`config.mk`:
```
export PLATFORM = sky130hd
export DESIGN_NAME = ext_bus_wait_ctrl
export DESIGN_NICKNAME = d
export VERILOG_FILES = /design/src/ext_bus_wait_pkg.sv /design/src/bus_cfg_if.sv /design/src/ext_bus_wait_ctrl.sv /design/src/cycle_timer.sv /design/src/dram_strobe_gen.sv
export SDC_FILE = /design/constraint.sdc
export NUM_CORES = 1
export LEC_CHECK = 0
export BUFFER_PORTS_ARGS = -buffer_cell sky130_fd_sc_hd__buf_2
export CAP_MARGIN = 20
export CORE_MARGIN = 5
export CORE_UTILIZATION = 45
export CTS_CLUSTER_SIZE = 12
export DETAILED_ROUTE_END_ITERATION = 7
export MAX_ROUTING_LAYER = met4
export PLACE_DENSITY_LB_ADDON = 0.12
export SLEW_MARGIN = 20
export SYNTH_ARGS = -nofsm -noshare
export SYNTH_HDL_FRONTEND = slang
export SYNTH_SLANG_ARGS = --single-unit
```
`constraint.sdc`:
```
create_clock -name ref_clk_i -period 2.19 [get_ports ref_clk_i]
set_input_delay 0.1095 -clock ref_clk_i [delete_from_list [all_inputs] [get_ports ref_clk_i]]
set_output_delay 0.1095 -clock ref_clk_i [all_outputs]
set_load 0.05 [all_outputs]
```
`src/ext_bus_wait_pkg.sv`:
```
// constants for the external bus wait and dram configuration block
package ext_bus_wait_pkg;
  localparam int ADDR_W = 4;
  localparam int DATA_W = 16;
  localparam int CNT_W  = 3;
  localparam int AREA_W = 3;
  //////////////////////////////////////////////////////////////////////////////
  // register offsets
  localparam logic [ADDR_W-1:0] OFS_DMA_WW    = 4'h0;
  localparam logic [ADDR_W-1:0] OFS_WAIT_LW   = 4'h4;
  localparam logic [ADDR_W-1:0] OFS_DRAM_AREA = 4'h8;
  localparam logic [ADDR_W-1:0] OFS_BUS_CTRL  = 4'hc;
  //////////////////////////////////////////////////////////////////////////////
  // reset values and writable masks
  localparam logic [7:0]        RST_DMA_WW     = 8'hff;
  localparam logic [DATA_W-1:0] RST_WAIT_LW    = 16'hf800;
  localparam logic [DATA_W-1:0] RST_DRAM_AREA  = 16'h0000;
  localparam logic              RST_DRAM_EN    = 1'b0;
  localparam logic [DATA_W-1:0] MASK_WAIT_LW   = 16'hf800;
  localparam logic [DATA_W-1:0] MASK_DRAM_AREA = 16'hff00;
  //////////////////////////////////////////////////////////////////////////////
  // field positions
  localparam int WPU_BIT    = 15;
  localparam int A02LW_MSB  = 14;
  localparam int A02LW_LSB  = 13;
  localparam int A6LW_MSB   = 12;
  localparam int A6LW_LSB   = 11;
  localparam int CW2_BIT    = 15;
  localparam int RAS_HOLD_LOW_IDLE_BIT   = 14;
  localparam int TPC_BIT    = 13;
  localparam int DRAM_SPACE_ENABLE_BIT  = 0;
  //////////////////////////////////////////////////////////////////////////////
  // state counts and area codes
  localparam logic [CNT_W-1:0] ST_SHORT   = 3'h1;
  localparam logic [CNT_W-1:0] ST_LONG    = 3'h2;
  localparam logic [CNT_W-1:0] ST_LW_BASE = 3'h1;
  localparam logic [CNT_W-1:0] ST_MUX     = 3'h4;
  localparam logic [1:0]       PRE_SHORT  = 2'h1;
  localparam logic [1:0]       PRE_LONG   = 2'h2;
  localparam logic [AREA_W-1:0] AREA_DRAM = 3'h1;
  localparam logic [AREA_W-1:0] AREA_MUX  = 3'h6;
endpackage

```
`src/bus_cfg_if.sv`:
```
// configuration and cycle handshake shared by the controller and its helpers
`timescale 1ns/1ps
interface bus_cfg_if;
  logic                         start;
  logic [ext_bus_wait_pkg::CNT_W-1:0] fixed_states;
  logic                         sample_wait;
  logic                         dram_cyc;
  logic                         cyc_end;
  logic                         precharge_busy;
  logic                         bus16;
  logic                         byte_hi;
  logic                         byte_lo;
  logic                         dual_cas_or_we_sel;
  logic                         ras_hold_low_idle;
  logic                         precharge_len_sel;
  logic                         dram_space_enable;
  modport ctrl  (output start, fixed_states, sample_wait, dram_cyc, bus16, byte_hi,
                 byte_lo, dual_cas_or_we_sel, ras_hold_low_idle, precharge_len_sel,
                 dram_space_enable, input cyc_end, precharge_busy);
  modport timer (input start, fixed_states, sample_wait, output cyc_end);
  modport dram  (input dram_cyc, cyc_end, bus16, byte_hi, byte_lo, dual_cas_or_we_sel,
                 ras_hold_low_idle, precharge_len_sel, dram_space_enable,
                 output precharge_busy);
endinterface // bus_cfg_if

```
`src/ext_bus_wait_ctrl.sv`:
```
// external bus dma write wait control, long wait and dram signal configuration
//
// Local design decisions: the plain strobed port and the address map.
`timescale 1ns/1ps
module ext_bus_wait_ctrl (
  input  wire logic                                    ref_clk_i,
  input  wire logic                                    srst_i,
  input  wire logic [ext_bus_wait_pkg::ADDR_W-1:0]     reg_addr_i,
  input  wire logic [ext_bus_wait_pkg::DATA_W-1:0]     reg_wdata_i,
  input  wire logic                                    reg_wr_i,
  input  wire logic                                    reg_rd_i,
  output logic      [ext_bus_wait_pkg::DATA_W-1:0]     reg_rdata_o,
  input  wire logic                                    dma_wr_start_i,
  input  wire logic [ext_bus_wait_pkg::AREA_W-1:0]     area_i,
  input  wire logic                                    mux_io_i,
  input  wire logic                                    bus16_i,
  input  wire logic                                    byte_hi_i,
  input  wire logic                                    byte_lo_i,
  input  wire logic                                    wait_n_i,
  output logic                                         cyc_busy_o,
  output logic                                         cyc_done_o,
  output logic                                         start_refused_o,
  output logic                                         wait_pin_pullup_o,
  output logic                                         ras_n_o,
  output logic                                         upper_col_strobe_n_o,
  output logic                                         lower_col_strobe_n_o,
  output logic                                         upper_write_strobe_n_o,
  output logic                                         lower_write_strobe_n_o
);
  import ext_bus_wait_pkg::*;

  //////////////////////////////////////////////////////////////////////////////
  // state

  typedef enum logic {
    CYC_IDLE,
    CYC_RUN
  } cyc_phase_type;

  typedef struct packed {
    logic [7:0]        dma_write_wait_bits;
    logic [DATA_W-1:0] wait_pullup_longwait_ctrl;
    logic [DATA_W-1:0] dram_area_ctrl;
    logic              dram_space_enable;
    logic [DATA_W-1:0] rdata;
    cyc_phase_type     phase;
    logic              start;
    logic [CNT_W-1:0]  fixed_states;
    logic              sample_wait;
    logic              dram_cyc;
    logic              bus16;
    logic              byte_hi;
    logic              byte_lo;
    logic              refused;
  } ctrl_state_type;

  ctrl_state_type st_reg;
  ctrl_state_type st_next;

  bus_cfg_if cfg ();

  logic timer_busy;

  //////////////////////////////////////////////////////////////////////////////
  // area classification of the requested cycle

  logic             area_bit;
  logic             dram_hit;
  logic             mux_hit;
  logic             long_area;
  logic [1:0]       lw_code;
  logic [CNT_W-1:0] req_states;
  logic             req_sample;

  always_comb begin
    area_bit  = st_reg.dma_write_wait_bits[area_i];
    dram_hit  = (area_i == AREA_DRAM) && st_reg.dram_space_enable;
    mux_hit   = (area_i == AREA_MUX) && mux_io_i;
    long_area = (area_i == 3'h0) || (area_i == 3'h2) || (area_i == 3'h6);
    if (area_i == AREA_MUX) begin
      lw_code = st_reg.wait_pullup_longwait_ctrl[A6LW_MSB:A6LW_LSB];
    end else begin
      lw_code = st_reg.wait_pullup_longwait_ctrl[A02LW_MSB:A02LW_LSB];
    end
    // same table as the dma read cycles; only the control bit differs
    if (mux_hit) begin
      req_states = ST_MUX;
      req_sample = 1'b1;
    end else if (dram_hit) begin
      req_states = area_bit ? ST_LONG : ST_SHORT;
      req_sample = area_bit;
    end else if (long_area) begin
      // code 00 adds one state, so base plus code plus one
      req_states = ST_LW_BASE + {1'b0, lw_code} + ST_SHORT;
      req_sample = area_bit;
    end else begin
      req_states = area_bit ? ST_LONG : ST_SHORT;
      req_sample = area_bit;
    end
  end

  //////////////////////////////////////////////////////////////////////////////
  // registers, read port and cycle launch

  always_comb begin
    st_next         = st_reg;
    st_next.rdata   = '0;
    st_next.start   = 1'b0;
    st_next.refused = 1'b0;

    if (reg_wr_i) begin
      if (reg_addr_i == OFS_DMA_WW) begin
        st_next.dma_write_wait_bits = reg_wdata_i[7:0];
      end else if (reg_addr_i == OFS_WAIT_LW) begin
        st_next.wait_pullup_longwait_ctrl = reg_wdata_i & MASK_WAIT_LW;
      end else if (reg_addr_i == OFS_DRAM_AREA) begin
        st_next.dram_area_ctrl = reg_wdata_i & MASK_DRAM_AREA;
      end else if (reg_addr_i == OFS_BUS_CTRL) begin
        st_next.dram_space_enable = reg_wdata_i[DRAM_SPACE_ENABLE_BIT];
      end
    end

    if (reg_rd_i) begin
      if (reg_addr_i == OFS_DMA_WW) begin
        st_next.rdata = {8'h00, st_reg.dma_write_wait_bits};
      end else if (reg_addr_i == OFS_WAIT_LW) begin
        st_next.rdata = st_reg.wait_pullup_longwait_ctrl & MASK_WAIT_LW;
      end else if (reg_addr_i == OFS_DRAM_AREA) begin
        st_next.rdata = st_reg.dram_area_ctrl;
      end else if (reg_addr_i == OFS_BUS_CTRL) begin
        st_next.rdata = {15'h0000, st_reg.dram_space_enable};
      end
    end

    case (st_reg.phase)
      CYC_IDLE: begin
        if (dma_wr_start_i) begin
          // a dram row cannot open while ras is still precharging
          if (cfg.precharge_busy) begin
            st_next.refused = 1'b1;
          end else begin
            st_next.start        = 1'b1;
            st_next.fixed_states = req_states;
            st_next.sample_wait  = req_sample;
            st_next.dram_cyc     = dram_hit;
            st_next.bus16        = bus16_i;
            st_next.byte_hi      = byte_hi_i;
            st_next.byte_lo      = byte_lo_i;
            st_next.phase        = CYC_RUN;
          end
        end
      end
      CYC_RUN: begin
        if (dma_wr_start_i) begin
          st_next.refused = 1'b1;
        end
        if (cfg.cyc_end) begin
          st_next.dram_cyc = 1'b0;
          st_next.phase    = CYC_IDLE;
        end
      end
      default: begin
        st_next.phase = CYC_IDLE;
      end
    endcase
  end

  // srst_i is the power-on reset; manual reset and standby never reach here
  always_ff @(posedge ref_clk_i) begin
    if (srst_i) begin
      st_reg                           <= '0;
      st_reg.dma_write_wait_bits       <= RST_DMA_WW;
      st_reg.wait_pullup_longwait_ctrl <= RST_WAIT_LW;
      st_reg.dram_area_ctrl            <= RST_DRAM_AREA;
      st_reg.dram_space_enable         <= RST_DRAM_EN;
      st_reg.phase                     <= CYC_IDLE;
    end else begin
      st_reg <= st_next;
    end
  end

  //////////////////////////////////////////////////////////////////////////////
  // configuration towards the helpers; dram bits count only with dram enabled

  assign cfg.start              = st_reg.start;
  assign cfg.fixed_states       = st_reg.fixed_states;
  assign cfg.sample_wait        = st_reg.sample_wait;
  assign cfg.dram_cyc           = st_reg.dram_cyc;
  assign cfg.bus16              = st_reg.bus16;
  assign cfg.byte_hi            = st_reg.byte_hi;
  assign cfg.byte_lo            = st_reg.byte_lo;
  assign cfg.dram_space_enable  = st_reg.dram_space_enable;
  assign cfg.dual_cas_or_we_sel = st_reg.dram_space_enable
                                  && st_reg.dram_area_ctrl[CW2_BIT];
  assign cfg.ras_hold_low_idle  = st_reg.dram_space_enable
                                  && st_reg.dram_area_ctrl[RAS_HOLD_LOW_IDLE_BIT];
  assign cfg.precharge_len_sel  = st_reg.dram_space_enable
                                  && st_reg.dram_area_ctrl[TPC_BIT];

  cycle_timer u_timer (
    .ref_clk_i (ref_clk_i),
    .srst_i    (srst_i),
    .wait_n_i  (wait_n_i),
    .busy_o    (timer_busy),
    .cfg       (cfg.timer)
  );

  dram_strobe_gen u_dram (
    .ref_clk_i              (ref_clk_i),
    .srst_i                 (srst_i),
    .ras_n_o                (ras_n_o),
    .upper_col_strobe_n_o   (upper_col_strobe_n_o),
    .lower_col_strobe_n_o   (lower_col_strobe_n_o),
    .upper_write_strobe_n_o (upper_write_strobe_n_o),
    .lower_write_strobe_n_o (lower_write_strobe_n_o),
    .cfg                    (cfg.dram)
  );

  //////////////////////////////////////////////////////////////////////////////
  // outputs

  assign reg_rdata_o       = st_reg.rdata;
  assign cyc_busy_o        = timer_busy;
  assign cyc_done_o        = cfg.cyc_end;
  assign start_refused_o   = st_reg.refused;
  assign wait_pin_pullup_o = st_reg.wait_pullup_longwait_ctrl[WPU_BIT];
endmodule // ext_bus_wait_ctrl

```
`src/cycle_timer.sv`:
```
// counts the fixed states of a dma write cycle and stretches it on wait
`timescale 1ns/1ps
module cycle_timer (
  input  wire logic   ref_clk_i,
  input  wire logic   srst_i,
  input  wire logic   wait_n_i,
  output logic        busy_o,
  bus_cfg_if.timer    cfg
);
  import ext_bus_wait_pkg::*;

  typedef struct packed {
    logic [CNT_W-1:0] cnt;
    logic             run;
    logic             sample;
    logic             done;
  } timer_state_type;

  timer_state_type st_reg;
  timer_state_type st_next;

  always_comb begin
    st_next      = st_reg;
    st_next.done = 1'b0;
    if (cfg.start) begin
      st_next.cnt    = cfg.fixed_states;
      st_next.run    = 1'b1;
      st_next.sample = cfg.sample_wait;
    end else if (st_reg.run) begin
      if (st_reg.cnt > ST_SHORT) begin
        st_next.cnt = st_reg.cnt - ST_SHORT;
      end else if (!(st_reg.sample && !wait_n_i)) begin
        st_next.run  = 1'b0;
        st_next.done = 1'b1;
      end
    end
  end

  always_ff @(posedge ref_clk_i) begin
    if (srst_i) begin
      st_reg <= '0;
    end else begin
      st_reg <= st_next;
    end
  end

  assign cfg.cyc_end = st_reg.done;
  assign busy_o      = st_reg.run;
endmodule // cycle_timer

```
`src/dram_strobe_gen.sv`:
```
// drives ras, cas and write strobes of a dram cycle and times the precharge
`timescale 1ns/1ps
module dram_strobe_gen (
  input  wire logic ref_clk_i,
  input  wire logic srst_i,
  output logic      ras_n_o,
  output logic      upper_col_strobe_n_o,
  output logic      lower_col_strobe_n_o,
  output logic      upper_write_strobe_n_o,
  output logic      lower_write_strobe_n_o,
  bus_cfg_if.dram   cfg
);
  import ext_bus_wait_pkg::*;

  typedef struct packed {
    logic       ras_n;
    logic       cas_hi_n;
    logic       cas_lo_n;
    logic       wr_hi_n;
    logic       wr_lo_n;
    logic [1:0] pre_cnt;
  } dram_state_type;

  dram_state_type st_reg;
  dram_state_type st_next;

  always_comb begin
    st_next          = st_reg;
    st_next.cas_hi_n = 1'b1;
    st_next.cas_lo_n = 1'b1;
    st_next.wr_hi_n  = 1'b1;
    st_next.wr_lo_n  = 1'b1;
    if (st_reg.pre_cnt != 2'h0) begin
      st_next.pre_cnt = st_reg.pre_cnt - 2'h1;
    end
    if (cfg.dram_cyc && !cfg.cyc_end) begin
      st_next.ras_n = 1'b0;
      if (!cfg.bus16) begin
        st_next.cas_lo_n = 1'b0;
        st_next.wr_lo_n  = 1'b0;
      end else if (!cfg.dual_cas_or_we_sel) begin
        st_next.cas_hi_n = !cfg.byte_hi;
        st_next.cas_lo_n = !cfg.byte_lo;
        st_next.wr_lo_n  = 1'b0;
      end else begin
        st_next.cas_lo_n = 1'b0;
        st_next.wr_hi_n  = !cfg.byte_hi;
        st_next.wr_lo_n  = !cfg.byte_lo;
      end
    end else if (!st_reg.ras_n && (!cfg.ras_hold_low_idle || !cfg.dram_space_enable)) begin
      // ras rising starts the precharge, so the next row open must wait for it
      st_next.ras_n   = 1'b1;
      st_next.pre_cnt = cfg.precharge_len_sel ? PRE_LONG : PRE_SHORT;
    end
  end

  always_ff @(posedge ref_clk_i) begin
    if (srst_i) begin
      st_reg <= '{ras_n: 1'b1, cas_hi_n: 1'b1, cas_lo_n: 1'b1, wr_hi_n: 1'b1,
                  wr_lo_n: 1'b1, pre_cnt: 2'h0};
    end else begin
      st_reg <= st_next;
    end
  end

  assign cfg.precharge_busy        = (st_reg.pre_cnt != 2'h0);
  assign ras_n_o                   = st_reg.ras_n;
  assign upper_col_strobe_n_o      = st_reg.cas_hi_n;
  assign lower_col_strobe_n_o      = st_reg.cas_lo_n;
  assign upper_write_strobe_n_o    = st_reg.wr_hi_n;
  assign lower_write_strobe_n_o    = st_reg.wr_lo_n;
endmodule // dram_strobe_gen

```
==> summary.md <==
| Metric | Value |
|---|---|
| Post-DP HPWL | `4010 um` |
| Sw Ratio | `0.222` |
| Synth unique cells | `39` |
| Worst min path class | `primary input to register` |
| CTS Root Cell | `clkbuf_8` |
| Comb pwr share | `0.078` |
| Worst-path clk slew | `70 ps` |
| GRT Total Usage | `0.165` |
| Pint | `0.00193 W` |
| Fin crit share | `0.679` |
| Core area | `0.00547 mm2` |
| Arr. time, crit path | `1750 ps` |
| Syn nets | `321` |
| Startpoint types | `register` |
| Post-Route WL | `5450 um` |
| Setup repair after global routing missed its margin | `false` |
| Vias | `2,062` |
| DIE WIDTH | `84.8 um` |
| Post-synthesis sequential area ratio | `0.494` |
| Die height | `84.8 um` |
| Clock power share | `0.449` |
| Share of layout cells above drive strength 1 | `0.246` |
| Post-Syn Area per Cell | `8.79 um2` |
| DRC | `0` |
| Post-synth ARST share | `0` |
| Util after Layout | `0.552` |
| Maximum clock frequency | `0.673 GHz` |
| CP max FO | `11` |
| Cell Area, Synth | `0.00251 mm2` |
| Largest area contributor in the synthesized netlist | `dfxtp_1` |
| Reg power frac | `0.473` |
| WP data required | `2450 ps` |
| DR vias/cell | `4.99` |
| Leakage | `1.31 nW` |
| Starting DRC count in detailed routing | `82` |
| Final Setup Violations | `0` |
| CTS tree | `done` |
| Relative slew margins | `0.636` |
| Maximum ir drop on the vdd rail | `0.427 mV` |
| # resized after CTS | `0` |
| Area contributors post-synth | `dfxtp_1 (49%), nand2_1 (7.3%), nand3_1 (6.6%), buf_4 (4.8%), a21oi_1 (4.0%)` |
| Bufs on Longest Clock Path | `2` |
| Synth Warn # | `0` |
| Drt pass-1 iters | `4` |
| WS Path Type | `register to register` |
| Worst-margin pin slew | `542 ps` |
| Most common flop cell mapped by yosys | `dfxtp_1` |
| First-pass GRT wire length | `9290 um` |
| Max reg flops | `21` |
| Worst Skew | `10.5 ps` |
| Gpl congestion | `0.781` |
| Min Hold Slack | `3.56 ps` |
| # fillers | `548` |
| Multi-input gate area in the final layout | `0.00105 mm2` |
| Switch Pwr | `0.000553 W` |
| Final setup TNS | `0 ps` |
| Number of port buffers | `57` |
| WL/cell | `13.2 um` |
| Die ar. | `0.00718 mm2` |
| Cells after synthesis | `286` |
| Initial Util | `0.460` |
| Sequential Area | `0.00124 mm2` |
| Area grow syn2layout | `20.1%` |
| Post-layout minimum cycle time | `1490 ps` |
| Post-synth EDFFs | `0` |
| Vias in the first global route | `2,031` |
| Final hold violations | `0` |
| Antenna cells | `0` |
| Antenna viol nets, final | `0` |
| Fin. max-slew vios | `0` |
| Remaining Overflow, GRT | `0` |
| Power density of the placed cells | `824 mW/mm2` |
| Initial antenna violation count | `0` |
| Largest net degree at the start of global routing | `30` |
| Clock sinks | `62` |
| Total CTS buffers | `9` |
| #FFs+latches synth | `62` |
| Final nets | `372` |
| Num rows | `27` |
| Synth top area share | `0.494` |
| I/O pin cnt | `58` |
| Status | `complete, no violations` |
| Clock Latency Late Sink | `330 ps` |
| H-tree depth | `3` |
| Max Cap Viol | `0` |
| Endpoint class of the critical path | `register` |
cells in the final DEF (no fill, tap or decap), types with 2 or more instances in the layout:
cell	instances
buf_4	6
a22oi_1	5
nand3_1	33
clkbuf_8	11
nor3_1	4
a211oi_1	3
nor3b_1	2
nor2_1	18
nor2b_1	3
and2_1	12
o21ai_0	4
bufinv_16	2
nand2_1	49
a21oi_1	20
mux2i_1	7
nand4_1	3
inv_1	8
dfxtp_1	62
buf_2	57
nand2b_1	3
o211ai_1	2
ha_1	2
dlygate4sd3_1	6
cell type report:
| class | instances | area share |
|---|---|---|
| clock inverter | 3 | 0.0224 |
| clock buffer | 12 | 0.0514 |
| sequential | 62 | 0.411 |
| tap | 72 | 0.0298 |
| timing repair buffer | 69 | 0.129 |
| multi-input combinational | 187 | 0.346 |
| inverter | 8 | 0.00994 |
worst max-delay path: stages, from the launching register on:
cell	delay [ps]
dfxtp_1	330
or4b_4	630
a41oi_2	200
a32oi_1	120
a21oi_1	140
power by group through the flow:
stage / Combinational [W] / Sequential [W] / Clock [W]
after floorplan: 0.000123 / 0.00120 / 0
after global placement: 0.000187 / 0.00120 / 0
after detailed placement: 0.000188 / 0.00120 / 0
after CTS: 0.000197 / 0.00118 / 0.00114
after global routing: 0.000222 / 0.00118 / 0.00118
final: 0.000195 / 0.00118 / 0.00112
per-layer routing:
metal  up-vias  part of all wire  wire [um]  global-route usage
met2        54              0.46       2530               0.262
li1       1061                 -          -                   -
met3        14             0.060        326              0.0402
met1       933              0.46       2490               0.202
met5         -                 0          0                   -
met4         0             0.018         99              0.0647
synth_stat cells (all sizes together) (2+ instances only):
| master | number |
|---|---|
| clkbuf | 5 |
| nor2b | 3 |
| o211ai | 2 |
| nand3 | 33 |
| o21ai | 4 |
| inv | 8 |
| nor3 | 5 |
| nand2 | 49 |
| a211oi | 3 |
| nand2b | 3 |
| nand4 | 3 |
| nor3b | 3 |
| dfxtp | 62 |
| ha | 2 |
| a21oi | 20 |
| and2 | 13 |
| a22oi | 5 |
| mux2i | 7 |
| buf | 24 |
| nor2 | 18 |
repair_timing:
action	in CTS	in global routing
endpoints found under the hold margin	6	0
hold buffers	6	0
setup buffers	0	0
through the flow:
stage	setup WS (ps)	power [W]	instance area [um2]	instances
5_1_grt	623	0.00258	3020	413
3_5_place_dp	704	0.00139	2740	392
6_report	704	0.00249	3020	413
2_1_floorplan	719	0.00133	2510	286
4_1_cts	695	0.00251	3020	413
3_3_place_gp	744	0.00139	2740	392
final timing paths:
check / startpoint / end / slack, ps / cells after the start
min reg2reg: cfg.byte_hi / u_dram.upper_write_strobe_n_o / 420 / 1
max: u_dram.st_reg[1] / cfg.fixed_states[0] / 700 / 4
max reg2reg: u_dram.st_reg[1] / cfg.fixed_states[0] / 700 / 4
min: reg_wdata_i[1] / st_reg[61] / 4 / 3
cell families after synthesis:
kind of cell / Yosys count / share of synthesized area
xor gates and xnor gates: 1 / 0.00348
DFF: 62 / 0.494
muxes: 8 / 0.0368
and+or+nand+nor: 134 / 0.258
AOI/OAI and AO/OA: 42 / 0.108
adders and majority gates: 2 / 0.00995
buffers and inverters: 37 / 0.0905
(Power assumes the default switching activity.)
